<file path="src/twsl_pkg.sv">
// constants, types and register layout of the two-wire slave block
package twsl_pkg;

  // ****************************************
  // register map
  // ****************************************
  localparam logic [1:0] OFS_OWN_ADDR = 2'h0;
  localparam logic [1:0] OFS_CONTROL  = 2'h1;
  localparam logic [1:0] OFS_STATUS   = 2'h2;
  localparam logic [1:0] OFS_DATA     = 2'h3;

  localparam int CTL_FLAG  = 7;
  localparam int CTL_ACK   = 6;
  localparam int CTL_START = 5;
  localparam int CTL_STOP  = 4;
  localparam int CTL_WCOL  = 3;
  localparam int CTL_EN    = 2;
  localparam int CTL_IRQEN = 0;

  localparam logic [7:0] OWN_RST  = 8'h00;
  localparam logic [7:0] DATA_RST = 8'hff;
  localparam logic [6:0] GC_ADDR  = 7'h00;
  localparam logic [7:0] CODE_MASK = 8'hf8;

  // ****************************************
  // status codes
  // ****************************************
  localparam logic [7:0] ST_SR_OWN      = 8'h60;
  localparam logic [7:0] ST_SR_OWN_ARB  = 8'h68;
  localparam logic [7:0] ST_SR_GC       = 8'h70;
  localparam logic [7:0] ST_SR_GC_ARB   = 8'h78;
  localparam logic [7:0] ST_SR_DAT_ACK  = 8'h80;
  localparam logic [7:0] ST_SR_DAT_NACK = 8'h88;
  localparam logic [7:0] ST_GC_DAT_ACK  = 8'h90;
  localparam logic [7:0] ST_GC_DAT_NACK = 8'h98;
  localparam logic [7:0] ST_SR_STOP     = 8'ha0;
  localparam logic [7:0] ST_ST_OWN      = 8'ha8;
  localparam logic [7:0] ST_ST_OWN_ARB  = 8'hb0;
  localparam logic [7:0] ST_ST_DAT_ACK  = 8'hb8;
  localparam logic [7:0] ST_ST_DAT_NACK = 8'hc0;
  localparam logic [7:0] ST_ST_LAST_ACK = 8'hc8;
  localparam logic [7:0] ST_NONE        = 8'hf8;

  localparam logic [3:0] BIT_FIRST = 4'h0;
  localparam logic [3:0] BIT_LAST  = 4'h7;
  localparam logic [3:0] BIT_ACK   = 4'h8;
  localparam logic [3:0] BIT_END   = 4'h9;

  // ****************************************
  // types
  // ****************************************
  typedef enum logic [2:0] {
    S_IDLE     = 3'b000,
    S_ADDR     = 3'b001,
    S_ADDR_ACK = 3'b010,
    S_RX       = 3'b011,
    S_RX_ACK   = 3'b100,
    S_TX       = 3'b101,
    S_TX_ACK   = 3'b110,
    S_STRETCH  = 3'b111
  } twsl_fsm_type;

  typedef struct packed {
    logic [1:0] addr;
    logic [7:0] wdata;
    logic       wr;
    logic       rd;
  } twsl_reg_req_type;

  typedef struct packed {
    twsl_fsm_type fsm;
    logic [3:0]   cnt;
    logic [7:0]   sh;
    logic [7:0]   own;
    logic         flag;
    logic         ack_en;
    logic         start_request_bit;
    logic         stop_request_bit;
    logic         wcol;
    logic         en;
    logic         irq_en;
    logic [1:0]   presc;
    logic [7:0]   status;
    logic [7:0]   data;
    logic         rw;
    logic         gc;
    logic         ack_next;
    logic         last;
    logic         mst_ack;
    logic         sda_drv;
    logic         scl_hold;
    logic         busy;
    logic         start_pend;
    logic         start_go;
    logic         wake;
    logic [7:0]   rdata;
    logic         scl_s1;
    logic         scl_s2;
    logic         scl_s3;
    logic         sda_s1;
    logic         sda_s2;
    logic         sda_s3;
  } twsl_state_type;

  localparam twsl_state_type STATE_RST = '{
    fsm: S_IDLE, own: OWN_RST, status: ST_NONE, data: DATA_RST,
    scl_s1: 1'b1, scl_s2: 1'b1, scl_s3: 1'b1,
    sda_s1: 1'b1, sda_s2: 1'b1, sda_s3: 1'b1,
    default: '0};

endpackage

</file>
<file path="src/twsl_slave.sv">
// two-wire bus slave with receive and transmit modes and register port
`timescale 1ns/1ps
module twsl_slave (
  input  wire logic                      clk_sys,
  input  wire logic                      arst_n,
  input  wire twsl_pkg::twsl_reg_req_type reg_req,
  output logic [7:0]                     reg_rdata,
  input  wire logic                      scl_in,
  output logic                           scl_out,
  output logic                           scl_oe,
  input  wire logic                      sda_in,
  output logic                           sda_out,
  output logic                           sda_oe,
  input  wire logic                      arb_lost,
  input  wire logic                      sleep_deep,
  output logic                           wake_req,
  output logic                           start_issue
);

  twsl_pkg::twsl_state_type r;
  twsl_pkg::twsl_state_type n;

  logic       scl_rise;
  logic       scl_fall;
  logic       start_det;
  logic       stop_det;
  logic       clr;
  logic       cmd;
  logic       flag_set;
  logic [7:0] byte_in;
  logic       own_hit;
  logic       gc_hit;
  logic [7:0] code;

  // ****************************************
  // bus line events
  // ****************************************
  assign scl_rise  = r.scl_s2 & ~r.scl_s3;
  assign scl_fall  = ~r.scl_s2 & r.scl_s3;
  assign start_det = r.scl_s2 & r.scl_s3 & r.sda_s3 & ~r.sda_s2;
  assign stop_det  = r.scl_s2 & r.scl_s3 & ~r.sda_s3 & r.sda_s2;
  assign byte_in   = {r.sh[6:0], r.sda_s2};
  assign code      = r.status & twsl_pkg::CODE_MASK;

  // ****************************************
  // next state
  // ****************************************
  always_comb begin
    n = r;
    n.scl_s1   = scl_in;
    n.scl_s2   = r.scl_s1;
    n.scl_s3   = r.scl_s2;
    n.sda_s1   = sda_in;
    n.sda_s2   = r.sda_s1;
    n.sda_s3   = r.sda_s2;
    n.start_go = 1'b0;
    n.rdata    = '0;
    flag_set   = 1'b0;
    own_hit    = 1'b0;
    gc_hit     = 1'b0;
    clr        = 1'b0;

    // register writes
    if (reg_req.wr) begin
      case (reg_req.addr)
        twsl_pkg::OFS_OWN_ADDR: begin
          n.own = reg_req.wdata;
        end
        twsl_pkg::OFS_CONTROL: begin
          clr      = reg_req.wdata[twsl_pkg::CTL_FLAG];
          n.ack_en = reg_req.wdata[twsl_pkg::CTL_ACK];
          n.start_request_bit    = reg_req.wdata[twsl_pkg::CTL_START];
          n.stop_request_bit    = reg_req.wdata[twsl_pkg::CTL_STOP];
          n.en     = reg_req.wdata[twsl_pkg::CTL_EN];
          n.irq_en = reg_req.wdata[twsl_pkg::CTL_IRQEN];
        end
        twsl_pkg::OFS_STATUS: begin
          n.presc = reg_req.wdata[1:0];
        end
        twsl_pkg::OFS_DATA: begin
          if (r.flag) begin
            n.data = reg_req.wdata;
            n.wcol = 1'b0;
          end else begin
            n.wcol = 1'b1;
          end
        end
        default: begin
          n.presc = r.presc;
        end
      endcase
    end
    cmd = clr & r.flag;

    // register reads, data in the following cycle only
    if (reg_req.rd) begin
      case (reg_req.addr)
        twsl_pkg::OFS_OWN_ADDR: n.rdata = r.own;
        twsl_pkg::OFS_CONTROL:  n.rdata = {r.flag, r.ack_en, r.start_request_bit, r.stop_request_bit,
                                           r.wcol, r.en, 1'b0, r.irq_en};
        twsl_pkg::OFS_STATUS:   n.rdata = {code[7:3], 1'b0, r.presc};
        twsl_pkg::OFS_DATA:     n.rdata = r.data;
        default:                n.rdata = '0;
      endcase
    end

    // bus occupancy for a pending start
    if (start_det) begin
      n.busy = 1'b1;
    end else if (stop_det) begin
      n.busy = 1'b0;
    end
    if (r.start_pend && !r.busy && r.en) begin
      n.start_pend = 1'b0;
      n.start_go   = 1'b1;
      n.start_request_bit        = 1'b0;
    end

    // address match, live acknowledge_enable gates recognition
    own_hit = byte_in[7:1] == r.own[7:1];
    gc_hit  = (byte_in[7:1] == twsl_pkg::GC_ADDR) && r.own[0] && !byte_in[0];

    case (r.fsm)
      twsl_pkg::S_IDLE: begin
        n.sda_drv = 1'b0;
        if (start_det) begin
          n.fsm = twsl_pkg::S_ADDR;
          n.cnt = twsl_pkg::BIT_FIRST;
        end
      end
      twsl_pkg::S_ADDR: begin
        if (scl_rise) begin
          n.sh  = byte_in;
          n.cnt = r.cnt + 4'h1;
          if (r.cnt == twsl_pkg::BIT_LAST) begin
            if (n.ack_en && (own_hit || gc_hit)) begin
              n.fsm = twsl_pkg::S_ADDR_ACK;
              n.rw  = byte_in[0];
              n.gc  = gc_hit & ~own_hit;
            end else begin
              n.fsm = twsl_pkg::S_IDLE;
            end
          end
        end
      end
      twsl_pkg::S_ADDR_ACK: begin
        if (scl_fall) begin
          if (r.cnt == twsl_pkg::BIT_ACK) begin
            n.sda_drv = 1'b1;
            n.cnt     = twsl_pkg::BIT_END;
          end else begin
            n.sda_drv  = 1'b0;
            n.scl_hold = 1'b1;
            n.fsm      = twsl_pkg::S_STRETCH;
            flag_set   = 1'b1;
            n.wake     = sleep_deep;
            if (r.rw) begin
              n.status = arb_lost ? twsl_pkg::ST_ST_OWN_ARB : twsl_pkg::ST_ST_OWN;
            end else if (r.gc) begin
              n.status = arb_lost ? twsl_pkg::ST_SR_GC_ARB : twsl_pkg::ST_SR_GC;
            end else begin
              n.status = arb_lost ? twsl_pkg::ST_SR_OWN_ARB : twsl_pkg::ST_SR_OWN;
            end
          end
        end
      end
      twsl_pkg::S_RX: begin
        if (scl_rise) begin
          n.sh  = byte_in;
          n.cnt = r.cnt + 4'h1;
          if (r.cnt == twsl_pkg::BIT_LAST) begin
            n.data = byte_in;
            n.fsm  = twsl_pkg::S_RX_ACK;
          end
        end
      end
      twsl_pkg::S_RX_ACK: begin
        if (scl_fall) begin
          if (r.cnt == twsl_pkg::BIT_ACK) begin
            n.sda_drv = r.ack_next;
            n.cnt     = twsl_pkg::BIT_END;
          end else begin
            n.sda_drv  = 1'b0;
            n.scl_hold = 1'b1;
            n.fsm      = twsl_pkg::S_STRETCH;
            flag_set   = 1'b1;
            if (r.gc) begin
              n.status = r.ack_next ? twsl_pkg::ST_GC_DAT_ACK : twsl_pkg::ST_GC_DAT_NACK;
            end else begin
              n.status = r.ack_next ? twsl_pkg::ST_SR_DAT_ACK : twsl_pkg::ST_SR_DAT_NACK;
            end
          end
        end
      end
      twsl_pkg::S_TX: begin
        if (scl_fall) begin
          if (r.cnt == twsl_pkg::BIT_LAST) begin
            n.sda_drv = 1'b0;
            n.fsm     = twsl_pkg::S_TX_ACK;
          end else begin
            n.sh      = {r.sh[6:0], 1'b1};
            n.sda_drv = ~r.sh[6];
            n.cnt     = r.cnt + 4'h1;
          end
        end
      end
      twsl_pkg::S_TX_ACK: begin
        if (scl_rise) begin
          n.mst_ack = ~r.sda_s2;
        end
        if (scl_fall) begin
          n.scl_hold = 1'b1;
          n.fsm      = twsl_pkg::S_STRETCH;
          flag_set   = 1'b1;
          if (!r.mst_ack) begin
            n.status = twsl_pkg::ST_ST_DAT_NACK;
          end else if (r.last) begin
            n.status = twsl_pkg::ST_ST_LAST_ACK;
          end else begin
            n.status = twsl_pkg::ST_ST_DAT_ACK;
          end
        end
      end
      twsl_pkg::S_STRETCH: begin
        if (cmd) begin
          n.scl_hold = 1'b0;
          n.wake     = 1'b0;
          case (code)
            twsl_pkg::ST_SR_OWN, twsl_pkg::ST_SR_OWN_ARB, twsl_pkg::ST_SR_GC,
            twsl_pkg::ST_SR_GC_ARB, twsl_pkg::ST_SR_DAT_ACK,
            twsl_pkg::ST_GC_DAT_ACK: begin
              n.fsm      = twsl_pkg::S_RX;
              n.cnt      = twsl_pkg::BIT_FIRST;
              n.ack_next = n.ack_en;
            end
            twsl_pkg::ST_ST_OWN, twsl_pkg::ST_ST_OWN_ARB,
            twsl_pkg::ST_ST_DAT_ACK: begin
              n.fsm     = twsl_pkg::S_TX;
              n.cnt     = twsl_pkg::BIT_FIRST;
              n.sh      = n.data;
              n.sda_drv = ~n.data[7];
              n.last    = ~n.ack_en;
            end
            default: begin
              n.fsm        = twsl_pkg::S_IDLE;
              n.sda_drv    = 1'b0;
              n.start_pend = n.start_request_bit;
            end
          endcase
        end
      end
      default: begin
        n.fsm = twsl_pkg::S_IDLE;
      end
    endcase

    // stop or repeated start during a transfer, flagged as stop only in receive mode
    if ((start_det || stop_det) && r.fsm != twsl_pkg::S_STRETCH
        && r.fsm != twsl_pkg::S_IDLE) begin
      n.sda_drv = 1'b0;
      if ((r.fsm == twsl_pkg::S_RX || r.fsm == twsl_pkg::S_RX_ACK)) begin
        n.status   = twsl_pkg::ST_SR_STOP;
        n.fsm      = twsl_pkg::S_STRETCH;
        n.scl_hold = 1'b0;
        flag_set   = 1'b1;
      end else if (start_det) begin
        n.fsm = twsl_pkg::S_ADDR;
        n.cnt = twsl_pkg::BIT_FIRST;
      end else begin
        n.fsm = twsl_pkg::S_IDLE;
      end
    end

    // disabled unit lets go of the bus
    if (!r.en) begin
      n.fsm      = twsl_pkg::S_IDLE;
      n.sda_drv  = 1'b0;
      n.scl_hold = 1'b0;
    end

    n.flag = flag_set | (r.flag & ~clr);
  end

  // ****************************************
  // state register
  // ****************************************
  always_ff @(posedge clk_sys or negedge arst_n) begin
    if (!arst_n) begin
      r <= twsl_pkg::STATE_RST;
    end else begin
      r <= n;
    end
  end

  // ****************************************
  // outputs
  // ****************************************
  assign reg_rdata   = r.rdata;
  assign scl_out     = 1'b0;
  assign scl_oe      = r.scl_hold;
  assign sda_out     = 1'b0;
  assign sda_oe      = r.sda_drv;
  assign wake_req    = r.wake;
  assign start_issue = r.start_go;

endmodule

</file>
<file path="config.mk">
export PLATFORM = sky130hd
export DESIGN_NAME = twsl_slave
export DESIGN_NICKNAME = d
export VERILOG_FILES = /design/src/twsl_pkg.sv /design/src/twsl_slave.sv
export SDC_FILE = /design/constraint.sdc
export NUM_CORES = 1
export LEC_CHECK = 0
export BUFFER_PORTS_ARGS = -buffer_cell sky130_fd_sc_hd__buf_2
export CAP_MARGIN = 5
export CORE_MARGIN = 2
export CORE_UTILIZATION = 30
export DETAILED_ROUTE_END_ITERATION = 10
export GPL_ROUTABILITY_DRIVEN = 0
export PLACE_DENSITY = 0.42
export RECOVER_POWER = 25
export SETUP_SLACK_MARGIN = 0.02
export SLEW_MARGIN = 20
export SYNTH_ARGS = -nofsm -noshare
export SYNTH_HDL_FRONTEND = slang
export SYNTH_SLANG_ARGS = --single-unit
</file>
<file path="constraint.sdc">
create_clock -name clk_sys -period 2.4 [get_ports clk_sys]
set_clock_uncertainty 0.1 [all_clocks]
set_input_delay 0.6 -clock clk_sys [delete_from_list [all_inputs] [get_ports clk_sys]]
set_output_delay 0.6 -clock clk_sys [all_outputs]
set_load 0.01 [all_outputs]
</file>
==> results.json, run 1 <==
{
  "yosys_warnings": 0,
  "cts.path.max_buffers": 2,
  "synth_edf_count": 0,
  "ctsHoldBuffers": 0,
  "status": "finished, violations left",
  "cp_max_fo": 14,
  "io_buffers": 29,
  "slew_viol_final": 30,
  "final_cell_mix": "dfrtp_1 (50), nor2_1 (43), a21oi_1 (35), nand2_1 (35), buf_4 (31)",
  "totalNegativeSetupSlack_ns": 0,
  "clock.fmax_ghz": 0.446,
  "hp-class": "flop to flop",
  "diodes": 0,
  "ys_ff_latch": 69,
  "placed_cells": 618,
  "dp_hpwl_um": 8310,
  "timing.slew.headroom": -0.133,
  "die_w_um": 119,
  "synthXorXnorAreaFrac": 0.0242,
  "avgRoutedWirePerCell_um": 17.4,
  "synth-adder-area-share": 0.0113,
  "async_reset_ff_frac": 1.00,
  "synth_ff_type": "dfrtp_1",
  "grt_max_degree": 41,
  "finalWirelength_um": 11000,
  "grt_antenna_before_repair": 0,
  "grt_overflow": 0,
  "path_class": "flop to flop",
  "drc": 0,
  "tightest_slew_ns": 1.70,
  "drt_iter0_drc": 252,
  "violations": "capacitance limit, slew limit",
  "p_leak_nw": 2.06,
  "drive_gt1_frac": 0.275,
  "post-cts-setup-buffers": 0,
  "htree_levels": 3,
  "cts_made_buffers": 9,
  "maxCapViolations": 1,
  "root_buffer": "clkbuf_16",
  "ff2ff_setup_slack_ns": 0.16,
  "timing.final.crit_period_ns": 2.24,
  "syn_to_final_growth_pct": 18.4,
  "crit_arrival_ns": 2.40,
  "hold_violations": 0,
  "grt_pass1_wl_um": 18000,
  "cts.clk_slew.worst_paths_ns": 0.06,
  "io_pins": 32,
  "clock_latency_ns": 0.34,
  "finalNonFillerCells": 634,
  "fp-row-count": 42,
  "power_density_nw_per_um2": 895,
  "layout_commonest_cell": "dfrtp_1",
  "first_pass_iters": 5,
  "vias": 3224,
  "cp-start-kind": "flop",
  "ys_seq_area_frac": 0.439,
  "start_util": 0.305,
  "fin_crit_sh": 0.934,
  "synth.avg_cell_area_sq_um": 9.65,
  "fin_nets": 473,
  "die_h_um": 119,
  "core_sq_um": 13100,
  "syn_area_sq_um": 3990,
  "required_ns": 2.56,
  "syn_inst": 413,
  "setup_viol": 0,
  "grt_usage": 0.166,
  "synth_top_family_by_area": "simple AND/OR/NAND/NOR gates",
  "muxShareOfSynthArea": 0.109,
  "grt_pass1_vias": 3178,
  "final_antenna_net_count": 0,
  "yosysUniqueCellTypes": 57,
  "synth-compound-area-share": 0.163,
  "synth_simple_gate_area_frac": 0.193,
  "viasPerCell": 5.09,
  "cts_tree": "yes",
  "ir_drop_mv": 0.281,
  "cts_sinks": 69,
  "dieArea_sq_um": 14200,
  "cp-end-kind": "flop",
  "hold_ws_ns": 0.255,
  "grt_setup_unrepaired": "no"
}
## timing repair
| item | 4_1_cts | 5_1_grt |
|---|---|---|
| gates resized for setup | 0 | 1 |
| hold endpoints to repair | 0 | 0 |
| endpoints found under the setup margin | 0 | 1 |
## worst paths after layout
check	endpoint	start	cells past startpoint
setup / recovery	byte_in[1]$_DFFE_PN0P_	r[71]$_DFFE_PN0P_	5
hold / removal	n[3]$_DFF_PN1_	n[4]$_DFF_PN1_	0
setup reg to reg	byte_in[1]$_DFFE_PN0P_	r[71]$_DFFE_PN0P_	5
hold reg to reg	n[3]$_DFF_PN1_	n[4]$_DFF_PN1_	0
max in group asynchronous	r[32]$_DFF_PN1_	arst_n	2
min in group asynchronous	r[51]$_DFFE_PN0P_	arst_n	1
## kinds of logic (layout without fill, tap and decap cells)
logic type / count (synthesis) / count (layout)
other: 1 / 2
xor gates and xnor gates: 11 / 11
adders and majority gates: 4 / 4
and+or+nand+nor: 150 / 150
muxes: 34 / 34
buffers and inverters: 42 / 86
AOI/OAI and AO/OA: 102 / 102
DFF: 69 / 69
## routing by layer
| metal | vias to the layer above | share of wire | wire, um | track usage |
|---|---|---|---|---|
| met5 | - | 0 | 0 | 0 |
| met4 | 0 | 0.011 | 124 | 0.0536 |
| met3 | 9 | 0.041 | 446 | 0.0388 |
| met2 | 68 | 0.47 | 5190 | 0.254 |
| met1 | 1579 | 0.48 | 5250 | 0.230 |
| li1 | 1568 | - | - | - |
## cells in the mapped netlist (all sizes together) (8+ instances only)
library cell | count | share of area
dfrtp | 50 | 0.31
nor2 | 43 | 0.041
a21oi | 38 | 0.051
nand2 | 35 | 0.033
buf | 26 | 0.044
o21ai | 23 | 0.029
dfstp | 19 | 0.13
mux2 | 16 | 0.045
nand3 | 13 | 0.019
mux2i | 12 | 0.030
inv | 9 | 0.0085
xor2 | 9 | 0.020
a31oi | 8 | 0.016
and2 | 8 | 0.013
nand2b | 8 | 0.013
nor2b | 8 | 0.013
## where the power goes
group | internal, W | total (W) | switching, W | leakage (nW)
registers | 0.00154 | 0.00187 | 0.000331 | 0.837
logic | 0.000465 | 0.000972 | 0.000508 | 1.07
clock network | 0.000842 | 0.00138 | 0.000539 | 0.153
## metrics by stage
| step | setup slack (ns) | util | total power (W) | cell area [sq um] |
|---|---|---|---|---|
| after floorplan | 0.178 | - | 0.00248 | 3990 |
| after global placement | 0.0625 | 0.337 | 0.00285 | 4410 |
| after detailed placement | 0.0469 | 0.337 | 0.00286 | 4410 |
| after CTS | 0.158 | 0.360 | 0.00426 | 4720 |
| after global routing | 0.0226 | 0.361 | 0.00449 | 4720 |
| final | 0.158 | 0.361 | 0.00422 | 4720 |
## worst max-delay path, stage by stage, from the launching register on
cell and delay [ns]:
dfrtp_1 0.68, inv_1 0.31, or3_4 0.46, a31oi_4 0.40
nor2_1 0.08, a21oi_1 0.13
## flip-flops by register name, indices dropped and copies added (netlist names)
signal,count
r,41
byte_in,8
reg_rdata,8
code,5
n,3
scl_oe,1
sda_oe,1
start_issue,1
wake_req,1
## area by class of cell
cell class | instances | area, sq um
well taps | 176 | 220
flip-flops and latches | 69 | 1750
clock buffers | 10 | 239
inverters | 9 | 33.8
multi-input cells | 303 | 2010
fillers | 1346 | 8370
repair buffers | 61 | 397
clock inverters | 6 | 70.1
No activity file was read; power rests on OpenSTA's default activity.
==> run 2: changes to the inputs <==
RECOVER_POWER = unset   (was 25)
SLEW_MARGIN = unset   (was 20)
==> results.json, run 2 (synthesis gave the netlist of run 1 again) <==
{
  "status": "finished clean",
  "hp-class": "input port to async pin",
  "cts_resized": 0,
  "crit_arrival_ns": 2.40,
  "cp-start-kind": "flop",
  "core_sq_um": 13100,
  "slowest_stage": "dfrtp_1",
  "cp_max_fo": 14,
  "cts.clk_slew.worst_paths_ns": 0.06,
  "htree_levels": 3,
  "viasPerCell": 5.09,
  "cts_sinks": 69,
  "diodes": 0,
  "drive_gt1_frac": 0.277,
  "maxCapViolations": 0,
  "syn_to_final_growth_pct": 18.5,
  "cp-startpoint": "r[71]$_DFFE_PN0P_",
  "totalNegativeSetupSlack_ns": 0,
  "drc": 0,
  "path_class": "flop to flop",
  "grt_overflow": 0,
  "io_pins": 32,
  "ctsHoldBuffers": 0,
  "crit_family": "flip-flops",
  "p_leak_nw": 2.07,
  "grt_max_degree": 41,
  "largest_register": "r",
  "final_antenna_net_count": 0,
  "clock_latency_ns": 0.34,
  "post-cts-setup-buffers": 0,
  "dieArea_sq_um": 14200,
  "drt_iter0_drc": 252,
  "setup_viol": 0,
  "avgRoutedWirePerCell_um": 17.4,
  "layout_commonest_cell": "dfrtp_1",
  "power_density_nw_per_um2": 894,
  "grt_setup_unrepaired": "no",
  "timing.final.crit_period_ns": 2.24,
  "fin_nets": 473,
  "die_h_um": 119,
  "io_buffers": 29,
  "timing.slew.headroom": 0.643,
  "grt_usage": 0.166,
  "critPathBufInv": 1,
  "clock.fmax_ghz": 0.446,
  "first_pass_iters": 5,
  "grt_pass1_vias": 3178,
  "crit_chain": "inv_1 > or3_4 > a31oi_4 > nor2_1 > a21oi_1",
  "finalWirelength_um": 11000,
  "cts.path.max_buffers": 2,
  "die_w_um": 119,
  "finalNonFillerCells": 634,
  "r2r-start": "r[71]$_DFFE_PN0P_",
  "vias": 3224,
  "slew_viol_final": 0,
  "slowest_delay_ns": 0.68,
  "cp-end-kind": "flop",
  "required_ns": 2.56,
  "dp_hpwl_um": 8310,
  "root_buffer": "clkbuf_16",
  "fp-row-count": 42,
  "final_cell_mix": "dfrtp_1 (50), nor2_1 (43), a21oi_1 (35), nand2_1 (35), buf_4 (32)",
  "ir_drop_mv": 0.281,
  "tightest_slew_ns": 0.536,
  "start_util": 0.305,
  "grt_pass1_wl_um": 18000,
  "cts_made_buffers": 9,
  "hold_violations": 0,
  "largest_reg_flops": 41,
  "placed_cells": 618,
  "fin_crit_sh": 0.934,
  "cts_tree": "yes",
  "grt_antenna_before_repair": 0
}
run 2: changes by cell type in the layout (fill, tap and decap cells not counted):
| cell | before | now |
|---|---|---|
| clkbuf_1 | 1 | 0 |
| buf_4 | 31 | 32 |
run 2: stage by stage:
stage	utilization	hold WS (ns)	cell area, sq um	total power [W]	worst slack [ns]
5_1_grt	0.361	0.113	4720	0.00449	0.0226
6_report	0.361	0.0891	4720	0.00422	0.158
3_5_place_dp	0.337	0.247	4410	0.00286	0.0469
2_1_floorplan	-	0.204	3990	0.00248	0.178
3_3_place_gp	0.337	0.246	4410	0.00285	0.0625
4_1_cts	0.360	0.0969	4720	0.00426	0.158
run 2: final cells by class:
cell class | instances | area (sq um)
Inverter | 9 | 33.8
Clock buffer | 10 | 239
Clock inverter | 6 | 70.1
Timing Repair Buffer | 61 | 400
Tap cell | 176 | 220
Multi-Input combinational cell | 303 | 2010
Fill cell | 1344 | 8360
Sequential cell | 69 | 1750
run 2: path summary, 6_finish.rpt:
check,slack [ns],cells past startpoint,to
min in group clk_sys,0.26,0,n[3]$_DFF_PN1_
worst min-delay path,0.09,1,r[51]$_DFFE_PN0P_
worst max-delay path,0.16,5,byte_in[1]$_DFFE_PN0P_
worst min register to register,0.26,0,n[3]$_DFF_PN1_
max in group asynchronous,1.49,2,r[32]$_DFF_PN1_
worst max register to register,0.16,5,byte_in[1]$_DFFE_PN0P_
run 2: where the power goes:
part	switching, W	internal (W)
clock	0.000539	0.000842
combinational	0.000507	0.000465
sequential	0.000331	0.00154
run 2: routing by layer:
metal	up-vias	track usage	routed length, um
met2	68	0.254	5190
met3	9	0.0388	446
met4	0	0.0536	124
li1	1568	-	-
met1	1579	0.230	5250
met5	-	0	0
